===== config.mk =====
export PLATFORM = sky130hd
export DESIGN_NAME = srs_supervisor
export DESIGN_NICKNAME = d
export VERILOG_FILES = /design/src/srs_pkg.sv /design/src/srs_sync.sv /design/src/srs_supervisor.sv
export SDC_FILE = /design/constraint.sdc
export NUM_CORES = 1
export LEC_CHECK = 0
export BUFFER_PORTS_ARGS = -buffer_cell sky130_fd_sc_hd__buf_4
export CELL_PAD_IN_SITES_DETAIL_PLACEMENT = 0
export CELL_PAD_IN_SITES_GLOBAL_PLACEMENT = 1
export CORE_MARGIN = 2
export CORE_UTILIZATION = 40
export DETAILED_ROUTE_END_ITERATION = 8
export GPL_TIMING_DRIVEN = 0
export PLACE_DENSITY_LB_ADDON = 0.1
export RECOVER_POWER = 100
export SYNTH_ARGS = -nofsm -noshare
export SYNTH_HDL_FRONTEND = slang
export SYNTH_SLANG_ARGS = --single-unit

===== constraint.sdc =====
create_clock -name clk_sys_in -period 2.6 [get_ports clk_sys_in]
set_input_delay 0.39 -clock clk_sys_in [delete_from_list [all_inputs] [get_ports clk_sys_in]]
set_output_delay 0.39 -clock clk_sys_in [all_outputs]
set_load 0.01 [all_outputs]

===== src/srs_pkg.sv =====
// Package: constants and carrier types for the supply reset supervisor
package srs_pkg;

	// ----------------------------------------
	// Timing
	// ----------------------------------------
	localparam int unsigned CLK_FREQ_HZ = 50000000;
	localparam int unsigned HOLD_MIN_MS = 140;
	localparam int unsigned HOLD_MAX_MS = 560;
	// Least time rounds up to whole cycles
	localparam longint unsigned HOLD_MIN_CYC = (longint'(HOLD_MIN_MS) * CLK_FREQ_HZ + 999) / 1000;
	// Longest time rounds down
	localparam longint unsigned HOLD_MAX_CYC = (longint'(HOLD_MAX_MS) * CLK_FREQ_HZ) / 1000;
	localparam int unsigned CNT_W = 25;

	// ----------------------------------------
	// Reset values
	// ----------------------------------------
	localparam logic RST_N_ASSERTED = 1'h0;
	localparam logic SYNC_RESET_VAL = 1'h1;

	// ----------------------------------------
	// Types
	// ----------------------------------------
	typedef enum logic [1:0] {
		SRS_HOLD = 2'h1,
		SRS_RUN = 2'h2
	} srs_state_e;

	typedef struct packed {
		logic supply_low;
		logic manual_reset_n;
	} srs_cause_s;

	typedef struct packed {
		logic reset_n;
		logic reset;
	} srs_reset_s;

endpackage : srs_pkg


===== src/srs_sync.sv =====
// Two-flop synchroniser for the asynchronous cause inputs
`timescale 1ns/1ps

module srs_sync (
	// Clock, reset, enable
	input wire logic clk_sys_in,
	input wire logic rst_n_in,
	input wire logic clk_en_in,
	// Data
	input wire srs_pkg::srs_cause_s raw_in,
	output srs_pkg::srs_cause_s sync_out
);

	srs_pkg::srs_cause_s meta_q;
	srs_pkg::srs_cause_s sync_q;

	// Both stages reset to the inactive cause levels
	always_ff @(posedge clk_sys_in) begin
		if (!rst_n_in) begin
			meta_q <= '{supply_low: ~srs_pkg::SYNC_RESET_VAL, manual_reset_n: srs_pkg::SYNC_RESET_VAL};
			sync_q <= '{supply_low: ~srs_pkg::SYNC_RESET_VAL, manual_reset_n: srs_pkg::SYNC_RESET_VAL};
		end else if (clk_en_in) begin
			meta_q <= raw_in;
			sync_q <= meta_q;
		end
	end

	assign sync_out = sync_q;

endmodule : srs_sync


===== src/srs_supervisor.sv =====
// Supply reset supervisor: holds reset while a cause is present, then for a timeout
//
// Operation
// - Reset low while supply below trip level.
// - Reset guaranteed low throughout low-supply band.
// - Timer starts on recovery; release after timeout.
// - Supply dip clears timer, asserts reset immediately.
// - Low manual reset input asserts reset.
// - Hold full timeout after manual reset released.
// - Undriven manual reset reads high, inactive.
// - Active-high output is exact inverse.
// - Timeout between 140 and 560 ms.
`timescale 1ns/1ps

module srs_supervisor #(
	parameter longint unsigned HOLD_CYCLES = srs_pkg::HOLD_MIN_CYC
) (
	// Clock, reset, enable
	input wire logic clk_sys_in,
	input wire logic rst_n_in,
	input wire logic clk_en_in,
	// Reset causes, asynchronous
	input wire logic supply_low_in,
	input wire logic manual_reset_n_in,
	// Reset outputs
	output logic reset_n_out,
	output logic reset_out
);

	// ----------------------------------------
	// Input synchronisation
	// ----------------------------------------
	srs_pkg::srs_cause_s cause_raw;
	srs_pkg::srs_cause_s cause_sync;

	assign cause_raw.supply_low = supply_low_in;
	assign cause_raw.manual_reset_n = manual_reset_n_in;

	// Causes are levels, so one shared synchroniser loses nothing
	srs_sync u_sync (
		.clk_sys_in(clk_sys_in),
		.rst_n_in(rst_n_in),
		.clk_en_in(clk_en_in),
		.raw_in(cause_raw),
		.sync_out(cause_sync)
	);

	// ----------------------------------------
	// Cause combination
	// ----------------------------------------
	// Pull-up on the pin means an open input arrives as 1, so it never asserts
	logic cause_active;
	assign cause_active = cause_sync.supply_low | ~cause_sync.manual_reset_n;

	// ----------------------------------------
	// Timeout state machine
	// ----------------------------------------
	// Timer parks on its last value, so a long run never wraps
	localparam logic [srs_pkg::CNT_W-1:0] HOLD_LAST = srs_pkg::CNT_W'(HOLD_CYCLES - 1);

	srs_pkg::srs_state_e state_q;
	srs_pkg::srs_state_e state_d;
	logic [srs_pkg::CNT_W-1:0] count_q;
	logic released_q;
	logic timeout_done;

	assign timeout_done = (state_q == srs_pkg::SRS_RUN) && (count_q == HOLD_LAST) && !cause_active;

	// HOLD while any cause stands, RUN while the timer counts
	always_comb begin
		state_d = state_q;
		case (state_q)
			srs_pkg::SRS_HOLD: begin
				if (!cause_active) begin
					state_d = srs_pkg::SRS_RUN;
				end
			end
			srs_pkg::SRS_RUN: begin
				if (cause_active) begin
					state_d = srs_pkg::SRS_HOLD;
				end
			end
			default: begin
				state_d = srs_pkg::SRS_HOLD;
			end
		endcase
	end

	always_ff @(posedge clk_sys_in) begin
		if (!rst_n_in) begin
			state_q <= srs_pkg::SRS_HOLD;
		end else if (clk_en_in) begin
			state_q <= state_d;
		end
	end

	// Timer clears to zero whenever a cause is present
	always_ff @(posedge clk_sys_in) begin
		if (!rst_n_in) begin
			count_q <= '0;
		end else if (clk_en_in) begin
			if (cause_active || state_q != srs_pkg::SRS_RUN) begin
				count_q <= '0;
			end else if (count_q != HOLD_LAST) begin
				count_q <= count_q + 1'b1;
			end
		end
	end

	// Release is registered; any cause drops it on the next edge
	always_ff @(posedge clk_sys_in) begin
		if (!rst_n_in) begin
			released_q <= 1'b0;
		end else if (clk_en_in) begin
			if (cause_active) begin
				released_q <= 1'b0;
			end else if (timeout_done) begin
				released_q <= 1'b1;
			end
		end
	end

	// ----------------------------------------
	// Outputs
	// ----------------------------------------
	// Both variants come from one register, so they never disagree
	srs_pkg::srs_reset_s rst_vec;
	assign rst_vec.reset_n = released_q ? 1'b1 : srs_pkg::RST_N_ASSERTED;
	assign rst_vec.reset = ~rst_vec.reset_n;
	assign reset_n_out = rst_vec.reset_n;
	assign reset_out = rst_vec.reset;

	// ----------------------------------------
	// Assertions
	// ----------------------------------------
	// Shadow count of low cycles since the causes last cleared; timing
	// checks lean on it rather than on the timer that they guard
	localparam logic [srs_pkg::CNT_W-1:0] HOLD_FULL = srs_pkg::CNT_W'(HOLD_CYCLES);
	localparam logic [srs_pkg::CNT_W-1:0] HOLD_CEIL = srs_pkg::CNT_W'(srs_pkg::HOLD_MAX_CYC);
	logic [srs_pkg::CNT_W-1:0] low_run_q;
	always_ff @(posedge clk_sys_in) begin
		if (!rst_n_in) begin
			low_run_q <= '0;
		end else if (clk_en_in) begin
			if (reset_n_out) begin
				low_run_q <= '0;
			end else if (!cause_active && low_run_q != '1) begin
				low_run_q <= low_run_q + 1'b1;
			end else if (cause_active) begin
				low_run_q <= '0;
			end
		end
	end

	chk_supply_holds_low: assert property (@(posedge clk_sys_in) disable iff (!rst_n_in)
		cause_sync.supply_low && clk_en_in |=> !reset_n_out)
		else $error("reset released while supply low");
	chk_band_low: assert property (@(posedge clk_sys_in) disable iff (!rst_n_in)
		$past(cause_sync.supply_low) && $past(clk_en_in) |-> reset_n_out == 1'b0)
		else $error("reset not low in low-supply band");
	// Release follows exactly the full hold after the last cause
	chk_release_timing: assert property (@(posedge clk_sys_in) disable iff (!rst_n_in)
		$rose(reset_n_out) |-> $past(low_run_q) == HOLD_FULL)
		else $error("reset released before full timeout");
	chk_release_after_run: assert property (@(posedge clk_sys_in) disable iff (!rst_n_in)
		$rose(reset_n_out) |-> $past(state_q) == srs_pkg::SRS_RUN && !$past(cause_active))
		else $error("reset released without a finished run");
	chk_run_entry: assert property (@(posedge clk_sys_in) disable iff (!rst_n_in)
		state_q == srs_pkg::SRS_HOLD && !cause_active && clk_en_in |=> state_q == srs_pkg::SRS_RUN && count_q == '0)
		else $error("timer did not start from zero");
	chk_count_steps: assert property (@(posedge clk_sys_in) disable iff (!rst_n_in)
		state_q == srs_pkg::SRS_RUN && !cause_active && clk_en_in && count_q != HOLD_LAST |=> count_q == $past(count_q) + 1'b1)
		else $error("timer did not advance");
	chk_count_limit: assert property (@(posedge clk_sys_in) disable iff (!rst_n_in)
		count_q <= HOLD_LAST)
		else $error("timer ran past its last value");
	chk_dip_clears: assert property (@(posedge clk_sys_in) disable iff (!rst_n_in)
		cause_sync.supply_low && clk_en_in |=> count_q == '0)
		else $error("timer not cleared by supply dip");
	chk_manual_asserts: assert property (@(posedge clk_sys_in) disable iff (!rst_n_in)
		!cause_sync.manual_reset_n && clk_en_in |=> !reset_n_out && count_q == '0)
		else $error("manual reset did not assert");
	chk_manual_hold: assert property (@(posedge clk_sys_in) disable iff (!rst_n_in)
		$rose(cause_sync.manual_reset_n) && !cause_sync.supply_low |-> !reset_n_out [*2])
		else $error("reset released right after manual reset");
	chk_open_input: assert property (@(posedge clk_sys_in) disable iff (!rst_n_in)
		reset_n_out && cause_sync.manual_reset_n && !cause_sync.supply_low && clk_en_in |=> reset_n_out)
		else $error("inactive inputs dropped reset");
	chk_inverse_out: assert property (@(posedge clk_sys_in) disable iff (!rst_n_in)
		reset_out == !reset_n_out)
		else $error("outputs not inverse");
	chk_hold_bound: assert property (@(posedge clk_sys_in) disable iff (!rst_n_in)
		!reset_n_out |-> low_run_q <= HOLD_FULL)
		else $error("reset held longer than the timeout");
	chk_hold_ceiling: assert property (@(posedge clk_sys_in) disable iff (!rst_n_in)
		low_run_q <= HOLD_CEIL)
		else $error("timeout above the longest bound");
	// A renewed cause drops straight back to HOLD with a cleared timer
	chk_restart_timer: assert property (@(posedge clk_sys_in) disable iff (!rst_n_in)
		state_q == srs_pkg::SRS_RUN && cause_active && clk_en_in |=> state_q == srs_pkg::SRS_HOLD && count_q == '0 && !reset_n_out)
		else $error("timer not restarted");
	chk_state_legal: assert property (@(posedge clk_sys_in) disable iff (!rst_n_in)
		state_q == srs_pkg::SRS_HOLD || state_q == srs_pkg::SRS_RUN)
		else $error("state machine in an unknown state");
	// Enable low must freeze every stage, synchroniser too
	chk_freeze_state: assert property (@(posedge clk_sys_in) disable iff (!rst_n_in)
		!clk_en_in |=> $stable(count_q) && $stable(state_q) && $stable(released_q) && $stable(cause_sync))
		else $error("state moved while clock enable low");

	// ----------------------------------------
	// Cover points
	// ----------------------------------------
	// Main scenarios that the bench should reach
	cov_release: cover property (@(posedge clk_sys_in) disable iff (!rst_n_in) $rose(reset_n_out));
	cov_brownout: cover property (@(posedge clk_sys_in) disable iff (!rst_n_in)
		state_q == srs_pkg::SRS_RUN && cause_sync.supply_low);
	cov_manual: cover property (@(posedge clk_sys_in) disable iff (!rst_n_in)
		reset_n_out ##1 !cause_sync.manual_reset_n);
	cov_freeze: cover property (@(posedge clk_sys_in) disable iff (!rst_n_in)
		!clk_en_in && !reset_n_out && state_q == srs_pkg::SRS_RUN);
	cov_restart: cover property (@(posedge clk_sys_in) disable iff (!rst_n_in)
		state_q == srs_pkg::SRS_RUN && !reset_n_out && !cause_sync.manual_reset_n);

endmodule : srs_supervisor


==> qor.csv <==
metric,value,unit
status,completed,
io_buffers,6,
power_switching,0.245,mW
totalPowerFinal,0.974,mW
cts_resized,0,
path_common_cell,and4_1,
pwr-share-comb,0.062,
syn_area_per_cell,8.68,µm²
antenna_found_initial,0,
relSlewSlack,0.640,
switching_share,0.252,
cap_violations,0,
cpMaxStageDelayCell,or4_1,
grt_max_degree,11,
netlist_area,1800,µm²
yosysUniqueCellTypes,51,
ir_drop,0.222,mV
clkPwrFrac,0.423,
tightest_slew,540,ps
grt.overflow.total,0,
fin_tns_setup,0,ps
cts_buffers,5,
rsz0062_at_grt,false,
synth_top_area_frac,0.357,
yosys.cell_count.top_type,dfxtp_1,
fin_nets,226,
hp-class,input port to flip-flop,
grt.total_usage,0.197,
cts_tree,built,
fp.dieH,71.0,µm
yosysSeqAreaShare,0.357,
postSynthCellCount,207,
synth-edff-count,0,
dp_hpwl,3310,µm
ant_nets,0,
multi_input_area,997,µm²
clock_sinks,32,
arrival,2400,ps
totalWireLength,4710,µm
finClkSkew,8.22,ps
p_per_area,503,nW/µm²
nFillCells,444,
end_kind,flip-flop,
clk_pin_slew,70,ps
post-synth-top-area-cell,dfxtp_1,
drt-vias-per-instance,6.18,
ys.flop_type,dfxtp_1,
fp.dieArea,5040,µm²
regArea,641,µm²
clockBufferDepth,2,
slew_violations,0,
fmax,461,MHz
synthTopCellsByCount,"32 x dfxtp_1, 24 x nand2_1, 16 x a21oi_1",
std_cell_rows,24,
finalCritPeriodShare,0.834,
critPathMaxStageDelay,530,ps
seqPwrFrac,0.515,
power_leakage,0.673,nW
clk_latency,300,ps
cts_setup_buffers,0,
drc_errors,0,
fp.coreArea,4350,µm²
routedWlPerCell,17.3,µm
ys_seq_elements,32,
drtPass1Iterations,6,
grt_pass1_vias,1655,
antennaDiodeCount,0,
start_util,0.413,
ctsHoldBuffers,0,
area.growth.synth_to_final,7.73,%
finalSetupViolCount,0,
drt_iter0_drc,101,
async_flop_share,0,
internal_power,0.729,mW
critical_path_required,2830,ps
gp_congestion,0.842,
num_vias,1686,
drive_gt1_frac,0.0995,
cp_cell_sequence,and4_1 -> and4_1 -> clkbuf_1 -> nand2_1 -> or4_1 -> a31oi_1,
io_pins,7,
critPathLaunchType,flip-flop,
yosys-top-cells-area,"dfxtp_1 36%, nand2_1 5.0%, a21oi_1 4.5%, nand4_1 3.5%, nand3_1 3.3%",
die_w,71.0,µm
path_buf_inv,1,
grt_pass1_wl,7800,µm
syn-num-nets,213,
hold_viol_final,0,
htreeDepth,2,
yosysWarnings,0,
cts-root-buf,clkbuf_8,
cp_max_fo,8,
crit_type,flip-flop to flip-flop,
layout_min_cycle_time,2170,ps
cpLargestDelayFamily,simple AND/OR/NAND/NOR gates,
==> cell usage in the layout, fill, tap and decap left out, types with 4 or more instances in the layout <==
master     n
a21oi_1   16
a31oi_1    7
and2_1     4
and3_1     7
and4_1     4
buf_4      4
clkbuf_1  10
clkbuf_8   8
dfxtp_1   32
mux2i_1    4
nand2_1   26
nand3_1   12
nand4_1   10
nor2_1     9
o21ai_0    6
or4_1      6
==> area by class of cell <==
cell class / count / share of cell area
buffer: 13 / 0.0491
clock buffer: 6 / 0.0427
timing repair buffer: 6 / 0.0175
sequential: 32 / 0.331
inverter: 3 / 0.00582
clock inverter: 2 / 0.00517
multi-input combinational: 159 / 0.515
tap: 52 / 0.0336
==> logic make-up (layout without fill, tap and decap cells) <==
group	Yosys count	in the layout	share of synthesized area
AO/OA/AOI/OAI	51	51	0.190
XOR/XNOR	3	3	0.0146
adder cells (fa/ha/maj)	1	1	0.00696
buffers and inverters	16	30	0.0724
flip-flops	32	32	0.357
multiplexers	4	4	0.0223
AND/OR/NAND/NOR	100	100	0.337
==> layer usage <==
layer / vias to the layer above / share of wire / track usage
met5: - / 0 / 0
met4: 0 / 0.015 / 0.109
met3: 6 / 0.052 / 0.0385
met2: 38 / 0.47 / 0.315
met1: 826 / 0.46 / 0.249
li1: 816 / - / -
==> power groups by stage <==
stage / Combinational (mW) / Sequential [mW] / Clock [mW]
floorplan: 0.0433 / 0.512 / 0
global placement: 0.0621 / 0.513 / 0
detailed placement: 0.0644 / 0.513 / 0
CTS: 0.0642 / 0.502 / 0.415
global route: 0.0660 / 0.503 / 0.437
finish: 0.0600 / 0.502 / 0.412
==> final timing paths <==
path                       to  cells past startpoint               from  slack [ps]
max reg2reg       count_q[24]                      6         count_q[6]         430
min          u_sync.meta_q[0]                      3  manual_reset_n_in         310
max               count_q[24]                      6         count_q[6]         430
min reg2reg  u_sync.meta_q[0]                      2   u_sync.meta_q[0]         480
==> flip-flops by register name, summed over array words and instances, names as in the netlist <==
register	flops
count_q	25
released_q	1
state_q	2
u_sync.meta_q	2
u_sync.sync_out	2
==> worst reg2reg max path: cells and delay by family, from the launching register on <==
family	cells	cell delay, ps
AND/OR/NAND/NOR	4	1240
flip-flops	1	460
buffers and inverters	1	240
AO/OA/AOI/OAI	1	160
==> through the flow <==
stage | hold slack, ps | util | cell area [µm²] | worst slack (ps) | std cells
detailed placement | 466 | 0.438 | 1910 | 579 | 265
floorplan | 441 | - | 1800 | 743 | 207
finish | 312 | 0.445 | 1940 | 432 | 273
CTS | 315 | 0.459 | 2000 | 568 | 273
global route | 361 | 0.445 | 1940 | 256 | 273
global placement | 455 | 0.438 | 1910 | 576 | 265
Power figures use the tool's default switching activity.
